**src/fbm_params.svh**
```systemverilog
// Constants for the flash bus mode host controller.
// Assumes a 50 MHz CLOCK; times in ns are converted to cycle counts here.
`ifndef FBM_PARAMS_SVH
`define FBM_PARAMS_SVH
`define FBM_CLK_PERIOD_NS 20
`define FBM_ACC_NS 70
`define FBM_CE_NS 70
`define FBM_SLEEP_EXTRA_NS 30
`define FBM_RP_NS 500
`define FBM_RH_NS 50
`define FBM_READY_NS 20000
`define FBM_ACC_CYC ((`FBM_ACC_NS + `FBM_CLK_PERIOD_NS - 1) / `FBM_CLK_PERIOD_NS)
`define FBM_CE_CYC ((`FBM_CE_NS + `FBM_CLK_PERIOD_NS - 1) / `FBM_CLK_PERIOD_NS)
`define FBM_SLEEP_CYC \
  ((`FBM_ACC_NS + `FBM_SLEEP_EXTRA_NS + `FBM_CLK_PERIOD_NS - 1) / `FBM_CLK_PERIOD_NS)
`define FBM_RP_CYC ((`FBM_RP_NS + `FBM_CLK_PERIOD_NS - 1) / `FBM_CLK_PERIOD_NS)
`define FBM_RH_CYC ((`FBM_RH_NS + `FBM_CLK_PERIOD_NS - 1) / `FBM_CLK_PERIOD_NS)
`define FBM_READY_CYC ((`FBM_READY_NS + `FBM_CLK_PERIOD_NS - 1) / `FBM_CLK_PERIOD_NS)
`define FBM_SECT_HI 19
`define FBM_SECT_LO 12
`define FBM_BIG_LSB 15
`define FBM_TOP_BIG 5'h1f
`define FBM_SECT_TOP_BASE 6'h1f
`define FBM_CNT_W 16
`endif

```
**src/fbm_pkg.sv**
```systemverilog
// Types for the flash bus mode host controller.
// Constants live in fbm_params.svh.
package fbm_pkg;
  typedef enum logic [2:0] {
    FBM_IDLE = 3'b000,
    FBM_RSTP = 3'b001,
    FBM_RSTR = 3'b011,
    FBM_RD = 3'b010,
    FBM_WR = 3'b110,
    FBM_REC = 3'b111
  } fbm_state_e;
endpackage

```
**src/fbm_host.sv**
```systemverilog
// Host controller driving a parallel NOR flash through its bus pins.
// Assumes the flash pins are sampled synchronously to CLOCK.
// Summary of operation
// - Host holds clear low at least the minimum clear pulse width.
// - Host flags an interrupted program or erase on RESTART_NEEDED after clear.
// - Host keeps chip-select high until clear has returned high.
// - Host reads no earlier than the recovery delay after clear rises.
`timescale 1ns/1ns
`include "fbm_params.svh"
module fbm_host #(
  parameter int ADDR_W = 20,
  parameter int READY_CYC = `FBM_READY_CYC
) (
  // System
  input wire logic CLOCK,
  input wire logic RST,
  // User request
  input wire logic REQ_VALID,
  input wire logic REQ_WRITE,
  input wire logic REQ_CLEAR,
  input wire logic BYTE_MODE,
  input wire logic [ADDR_W-1:0] REQ_ADDR,
  input wire logic [15:0] REQ_WDATA,
  output logic REQ_READY,
  output logic RESP_VALID,
  output logic [15:0] RESP_RDATA,
  output logic [5:0] RESP_SECTOR,
  output logic RESTART_NEEDED,
  // Flash pins
  output logic [ADDR_W-1:0] FL_ADDR,
  output logic FL_CE_N,
  output logic FL_OE_N,
  output logic FL_WE_N,
  output logic FL_RESET_N,
  output logic FL_BYTE_N,
  input wire logic [15:0] FL_DQ_I,
  output logic [15:0] FL_DQ_O,
  output logic [15:0] FL_DQ_OE,
  input wire logic FL_READY_BUSY_N
);
  fbm_pkg::fbm_state_e state_reg, state_next;
  logic [`FBM_CNT_W-1:0] cnt_reg, cnt_next;
  logic [15:0] rdata_reg;
  logic [5:0] sect_reg;
  logic resp_reg, restart_reg, byte_reg, data_drive_reg;
  logic data_lsb_reg;
  logic [`FBM_CNT_W-1:0] low_cnt_reg;

  // Sector decode from A19..A12, same bits in both widths
  function automatic logic [5:0] fbm_sector(input logic [7:0] hi);
    if (hi[7:3] != `FBM_TOP_BIG)
      return {1'b0, hi[7:3]};
    else if (!hi[2])
      return `FBM_SECT_TOP_BASE;
    else if (!hi[1])
      return 6'(`FBM_SECT_TOP_BASE + 6'h01 + 6'(hi[0]));
    else
      return 6'(`FBM_SECT_TOP_BASE + 6'h03);
  endfunction

  wire logic [7:0] sect_bits = REQ_ADDR[`FBM_SECT_HI:`FBM_SECT_LO];
  wire logic idle_w = (state_reg == fbm_pkg::FBM_IDLE);
  wire logic busy_w = !FL_READY_BUSY_N;
  wire logic cnt_done = (cnt_reg == '0);
  wire logic take_w = idle_w && REQ_VALID;
  wire logic [15:0] rd_mux = byte_reg ? {8'h00, FL_DQ_I[7:0]} : FL_DQ_I;

  assign REQ_READY = idle_w;

  always_comb
  begin
    state_next = state_reg;
    cnt_next = cnt_done ? cnt_reg : `FBM_CNT_W'(cnt_reg - 1'b1);
    unique case (state_reg)
      fbm_pkg::FBM_IDLE:
        if (REQ_VALID && REQ_CLEAR)
        begin
          state_next = fbm_pkg::FBM_RSTP;
          cnt_next = `FBM_CNT_W'(`FBM_RP_CYC - 1);
        end
        else if (REQ_VALID)
        begin
          state_next = REQ_WRITE ? fbm_pkg::FBM_WR : fbm_pkg::FBM_RD;
          cnt_next = `FBM_CNT_W'(`FBM_CE_CYC - 1);
        end
      fbm_pkg::FBM_RSTP:
        if (cnt_done)
        begin
          state_next = fbm_pkg::FBM_RSTR;
          cnt_next = `FBM_CNT_W'(READY_CYC - 1);
        end
      fbm_pkg::FBM_RSTR:
        if (FL_READY_BUSY_N || cnt_done)
        begin
          state_next = fbm_pkg::FBM_REC;
          cnt_next = `FBM_CNT_W'(`FBM_RH_CYC - 1);
        end
      fbm_pkg::FBM_RD, fbm_pkg::FBM_WR:
        if (cnt_done)
          state_next = fbm_pkg::FBM_IDLE;
      fbm_pkg::FBM_REC:
        if (cnt_done)
          state_next = fbm_pkg::FBM_IDLE;
      default:
        state_next = fbm_pkg::FBM_IDLE;
    endcase
  end

  always_ff @(posedge CLOCK or posedge RST)
  begin
    if (RST)
    begin
      state_reg <= fbm_pkg::FBM_IDLE;
      cnt_reg <= '0;
    end
    else
    begin
      state_reg <= state_next;
      cnt_reg <= cnt_next;
    end
  end

  // Pin drive: chip-select only while a read or write cycle runs
  always_ff @(posedge CLOCK or posedge RST)
  begin
    if (RST)
    begin
      FL_CE_N <= 1'b1;
      FL_OE_N <= 1'b1;
      FL_WE_N <= 1'b1;
      FL_RESET_N <= 1'b1;
      FL_ADDR <= '0;
      FL_BYTE_N <= 1'b1;
      FL_DQ_O <= '0;
    end
    else
    begin
      // Clear held low, chip-select forced high meanwhile
      FL_RESET_N <= !(state_next == fbm_pkg::FBM_RSTP);
      FL_CE_N <= !(state_next == fbm_pkg::FBM_RD || state_next == fbm_pkg::FBM_WR);
      FL_OE_N <= !(state_next == fbm_pkg::FBM_RD);
      FL_WE_N <= !(state_next == fbm_pkg::FBM_WR);
      if (take_w && !REQ_CLEAR)
      begin
        FL_ADDR <= REQ_ADDR;
        FL_BYTE_N <= !BYTE_MODE;
        FL_DQ_O <= REQ_WDATA;
        // Byte mode: data 15 carries the low address bit
        if (BYTE_MODE)
          FL_DQ_O[15] <= REQ_WDATA[15];
      end
    end
  end

  always_ff @(posedge CLOCK or posedge RST)
  begin
    if (RST)
    begin
      data_drive_reg <= 1'b0;
      byte_reg <= 1'b0;
      data_lsb_reg <= 1'b0;
    end
    else
    begin
      data_drive_reg <= (state_next == fbm_pkg::FBM_WR);
      if (take_w && !REQ_CLEAR)
      begin
        byte_reg <= BYTE_MODE;
        data_lsb_reg <= BYTE_MODE;
      end
    end
  end

  // Bus released except on writes; data 15 kept driven as address in byte mode
  assign FL_DQ_OE = data_drive_reg ? (byte_reg ? 16'h80ff : 16'hffff)
                                   : (data_lsb_reg ? 16'h8000 : 16'h0000);

  always_ff @(posedge CLOCK or posedge RST)
  begin
    if (RST)
    begin
      resp_reg <= 1'b0;
      rdata_reg <= '0;
      sect_reg <= '0;
      restart_reg <= 1'b0;
    end
    else
    begin
      resp_reg <= (state_reg != fbm_pkg::FBM_IDLE) && (state_next == fbm_pkg::FBM_IDLE);
      if (state_reg == fbm_pkg::FBM_RD && cnt_done)
        rdata_reg <= rd_mux;
      if (take_w)
        sect_reg <= fbm_sector(sect_bits);
      // Busy at clear time means an interrupted program or erase
      if (state_reg == fbm_pkg::FBM_IDLE && REQ_VALID && REQ_CLEAR)
        restart_reg <= busy_w;
      else if (take_w)
        restart_reg <= 1'b0;
    end
  end

  assign RESP_VALID = resp_reg;
  assign RESP_RDATA = rdata_reg;
  assign RESP_SECTOR = sect_reg;
  assign RESTART_NEEDED = restart_reg;

  // Length of the clear pulse so far; only the a_clear_full check reads it
  always_ff @(posedge CLOCK or posedge RST)
  begin
    if (RST)
      low_cnt_reg <= '0;
    else
      low_cnt_reg <= FL_RESET_N ? '0 : `FBM_CNT_W'(low_cnt_reg + 1'b1);
  end

  a_ce_after_clear: assert property (@(posedge CLOCK) disable iff (RST)
    !FL_RESET_N |-> FL_CE_N)
    else $error("chip select active while clear held");
  a_clear_width: assert property (@(posedge CLOCK) disable iff (RST)
    $fell(FL_RESET_N) |-> !FL_RESET_N [*8])
    else $error("clear pulse too short");
  a_clear_full: assert property (@(posedge CLOCK) disable iff (RST)
    $rose(FL_RESET_N) |-> (low_cnt_reg >= `FBM_CNT_W'(`FBM_RP_CYC)))
    else $error("clear pulse shorter than minimum");
  a_read_wait: assert property (@(posedge CLOCK) disable iff (RST)
    $fell(FL_OE_N) |-> !FL_OE_N [*4])
    else $error("read strobe too short");
  a_recover_gap: assert property (@(posedge CLOCK) disable iff (RST)
    $rose(FL_RESET_N) |-> FL_CE_N [*3])
    else $error("access too soon after clear");
  a_bus_release: assert property (@(posedge CLOCK) disable iff (RST)
    !FL_OE_N |-> (FL_DQ_OE[14:0] == 15'h0000))
    else $error("host drives data during read");
  a_no_collide: assert property (@(posedge CLOCK) disable iff (RST)
    !(!FL_OE_N && !FL_WE_N))
    else $error("read and write strobes together");
  a_ready_bound: assert property (@(posedge CLOCK) disable iff (RST)
    (state_reg == fbm_pkg::FBM_RSTR) |-> ##[0:1000] (state_reg != fbm_pkg::FBM_RSTR)
      or (cnt_reg > `FBM_CNT_W'(1000)))
    else $error("clear recovery overran");
  a_sector_top: assert property (@(posedge CLOCK) disable iff (RST)
    (take_w && sect_bits == 8'hff) |=> (RESP_SECTOR == 6'h22))
    else $error("top sector decode wrong");
endmodule

```
**config.mk**
```make
export PLATFORM = sky130hd
export DESIGN_NAME = fbm_host
export DESIGN_NICKNAME = d
export VERILOG_FILES = /design/src/fbm_pkg.sv /design/src/fbm_host.sv
export VERILOG_INCLUDE_DIRS = /design/src
export SDC_FILE = /design/constraint.sdc
export NUM_CORES = 1
export LEC_CHECK = 0
export ABC_AREA = 1
export ABC_CLOCK_PERIOD_IN_PS = 2910
export BUFFER_PORTS_ARGS = -buffer_cell sky130_fd_sc_hd__buf_4
export CAP_MARGIN = 20
export CORE_MARGIN = 5
export CORE_UTILIZATION = 40
export DETAILED_ROUTE_END_ITERATION = 10
export PLACE_DENSITY = 0.7
export SLEW_MARGIN = 20
export SYNTH_ARGS = -nofsm -noshare
export SYNTH_HDL_FRONTEND = slang
export SYNTH_SLANG_ARGS = --single-unit
export TNS_END_PERCENT = 50
```
**constraint.sdc**
```tcl
create_clock -name CLOCK -period 2.91 [get_ports CLOCK]
set_clock_uncertainty 0.2 [all_clocks]
set_input_delay 0.582 -clock CLOCK [delete_from_list [all_inputs] [get_ports CLOCK]]
set_output_delay 0.582 -clock CLOCK [all_outputs]
set_load 0.01 [all_outputs]
```
==> results.md <==
- Avg WL per Cell: 14.1 um
- RSZ-0062 raised after global routing: no
- DR vias/cell: 4.69
- Rel. slew slack: 69.2%
- Fin crit share: 76.4%
- I/O Buffers: 140
- Buffer count from post-CTS setup fixing: 0
- Synth area leaders: dfrtp_1 (48%), nand2_1 (16%), buf_4 (3.2%), dfstp_2 (3.1%), nor2_1 (2.7%)
- Crit Path Max Fanout: 9
- Max FFs per register: 20
- Run status: complete, no violations
- Clock Path Buffers: 2
- Crit path buffers/inverters: 2
- Overall Power: 2.65 mW
- Largest net degree at the start of global routing: 46
- First-pass GRT wire length: 17900 um
- Die width: 112 um
- N_diodes: 0
- Maxcap violations: 0
- PwrDens: 482 nW/um^2
- H-tree depth: 3
- Crit-path cells: inv_1 > nor2_1 > buf_4
- Yosys top cell area share: 48.4%
- Yosys reg bits: 86
- Max Clock Freq: 450 MHz
- Sequential share of the synthesized area: 51.6%
- I/O pin total: 141
- Multi-input gate area: 1710 um^2
- Lkg Pwr: 2.88 nW
- Setup violators final: 0
- Area grow syn2layout: 31.5%
- Post-synth EDFFs: 0
- Row cnt: 37
- Final setup margin: 687 ps
- Fill count: 977
- Number of global-route vias before repair: 3611
- Mapped Area: 4180 um^2
- Tightest Pin Transition: 461 ps
- Async SR Flop Fraction: 100%
- FF/Latch Area: 2160 um^2
- Grt ovf: 0
- GRT Util Overall: 17.3%
- DR vias: 3490
- Syn Area/Cell: 8.81 um^2
- TritonCTS clock tree: built
- Drt first pass iters: 4
- Most instantiated library cell after synthesis: nand2_1
- Syn Inst Count: 475
- Inserted Clock Buffers: 9
- Cell taking the most area after synthesis: dfrtp_1
- Share of post-route cells with drive strength above 1: 36.2%
- Min Clock Period, post-route: 2220 ps
- Die area: 12600 um^2
- Distinct cell type count after synthesis: 39
- Final hold violation count: 0
- Worst EP arrival: 1440 ps
- Hold buffer count at CTS: 0
- Initial Util: 40.7%
- Gpl congestion: 0.889
- Largest stage delay, worst path: 490 ps
- Initial antenna violation count: 0
- Setup_tns: 0 ps
- Syn_nets: 536
- Pins Over Slew Limit: 0
- Routed wire length: 10500 um
- WS Path Type: flip-flop to output port
- Core area: 10300 um^2
- Post-detail-place hpwl: 8010 um
- Worst hold path class: primary input to async pin
- Clock Pin Slew Worst Setup and Hold Paths: 90 ps
- Crit path max-delay family: flip-flops
- Worst EP required: 2130 ps
- Ys flop type: dfrtp_1
- Crit path launch type: flip-flop
- CP max stage cell: dfrtp_1
- Largest Register: FL_ADDR
- Yosys warning count: 0
- DRC violations left: 0
- Post_cts resized: 0
- Instance area at placement: 5260 um^2
- 1st-iter DRT viols: 210
- Final Core Density: 53.5%
- Nets: 664
- Top cells by count, synth: nand2_1 (180), dfrtp_1 (81), nor2_1 (30)
- Post-DRT Antenna Nets: 0
- Worst Setup End Kind: output port
- Worst skew pair latency: 350 ps
- Die Ht: 112 um
- Maximum vdd ir drop: 0.000280 V
- Place WS: 736 ps
- Root buffer cell: clkbuf_8
- Clock sink count: 86
- Final Instance Area: 5500 um^2
## routing by layer
layer	up-vias	GRT usage (%)	routed length, um
met5	-	0	0
met4	0	4.09	82
met3	6	6.63	894
met2	114	28.1	5220
met1	1642	21.8	4250
li1	1728	-	-
## cells by family (layout without fill, tap and decap cells)
| group | count (synthesis) | in the layout | share of synthesized area, % |
|---|---|---|---|
| buf+inv | 60 | 193 | 7.66 |
| flops | 86 | 86 | 51.6 |
| fa+ha+maj | 2 | 2 | 0.598 |
| xor+xnor | 6 | 6 | 1.26 |
| simple gates | 282 | 282 | 33.1 |
| compound gates | 39 | 39 | 5.83 |
## final cells by class
type / count / area share (%)
Clock buffer: 9 / 2.25
Sequential cell: 86 / 39.2
Inverter: 34 / 2.48
Clock inverter: 7 / 2.18
Tap cell: 136 / 3.09
Timing Repair Buffer: 143 / 19.7
Multi-Input combinational cell: 329 / 31.0
## cells in the final DEF, fill, tap and decap left out, drive strengths merged
cell and n:
inv 32, ha 2, bufinv 3, o21ai 25
and3 1, nor2 47, nand3 29, o211ai 4
a21o 1, nor3 1, clkinvlp 2, nand3b 4
o31ai 1, xnor2 1, dfrtp 81, clkinv 4
clkbuf 9, buf 143, nand2 192, a21oi 6
or2 3, o21a 1, a31oi 1, dfstp 5
xor2 5, nand4 5
## report_power, final
group | internal [mW] | switching, mW
clock network | 0.573 | 0.444
logic | 0.154 | 0.162
registers | 1.26 | 0.0603
## through the flow
stage | hold WS, ps | instances
2_1_floorplan | 294 | 475
3_3_place_gp | 258 | 728
3_5_place_dp | 263 | 728
4_1_cts | 10.4 | 744
5_1_grt | 35.4 | 744
6_report | 27.2 | 744
## worst paths after layout
kind	to	startpoint	depth (start not counted)	slack [ps]
max	FL_DQ_OE[9]	data_drive_reg	3	690
min	RESP_RDATA[2]	RST	2	30
max reg2reg	cnt_reg[0]	cnt_reg[0]	8	710
min reg2reg	RESP_RDATA[0]	RESP_RDATA[0]	2	280
max in group asynchronous	FL_BYTE_N	RST	3	1810
min in group CLOCK	FL_BYTE_N	BYTE_MODE	2	220
Note: power is estimated with default switching activity, not from simulation.
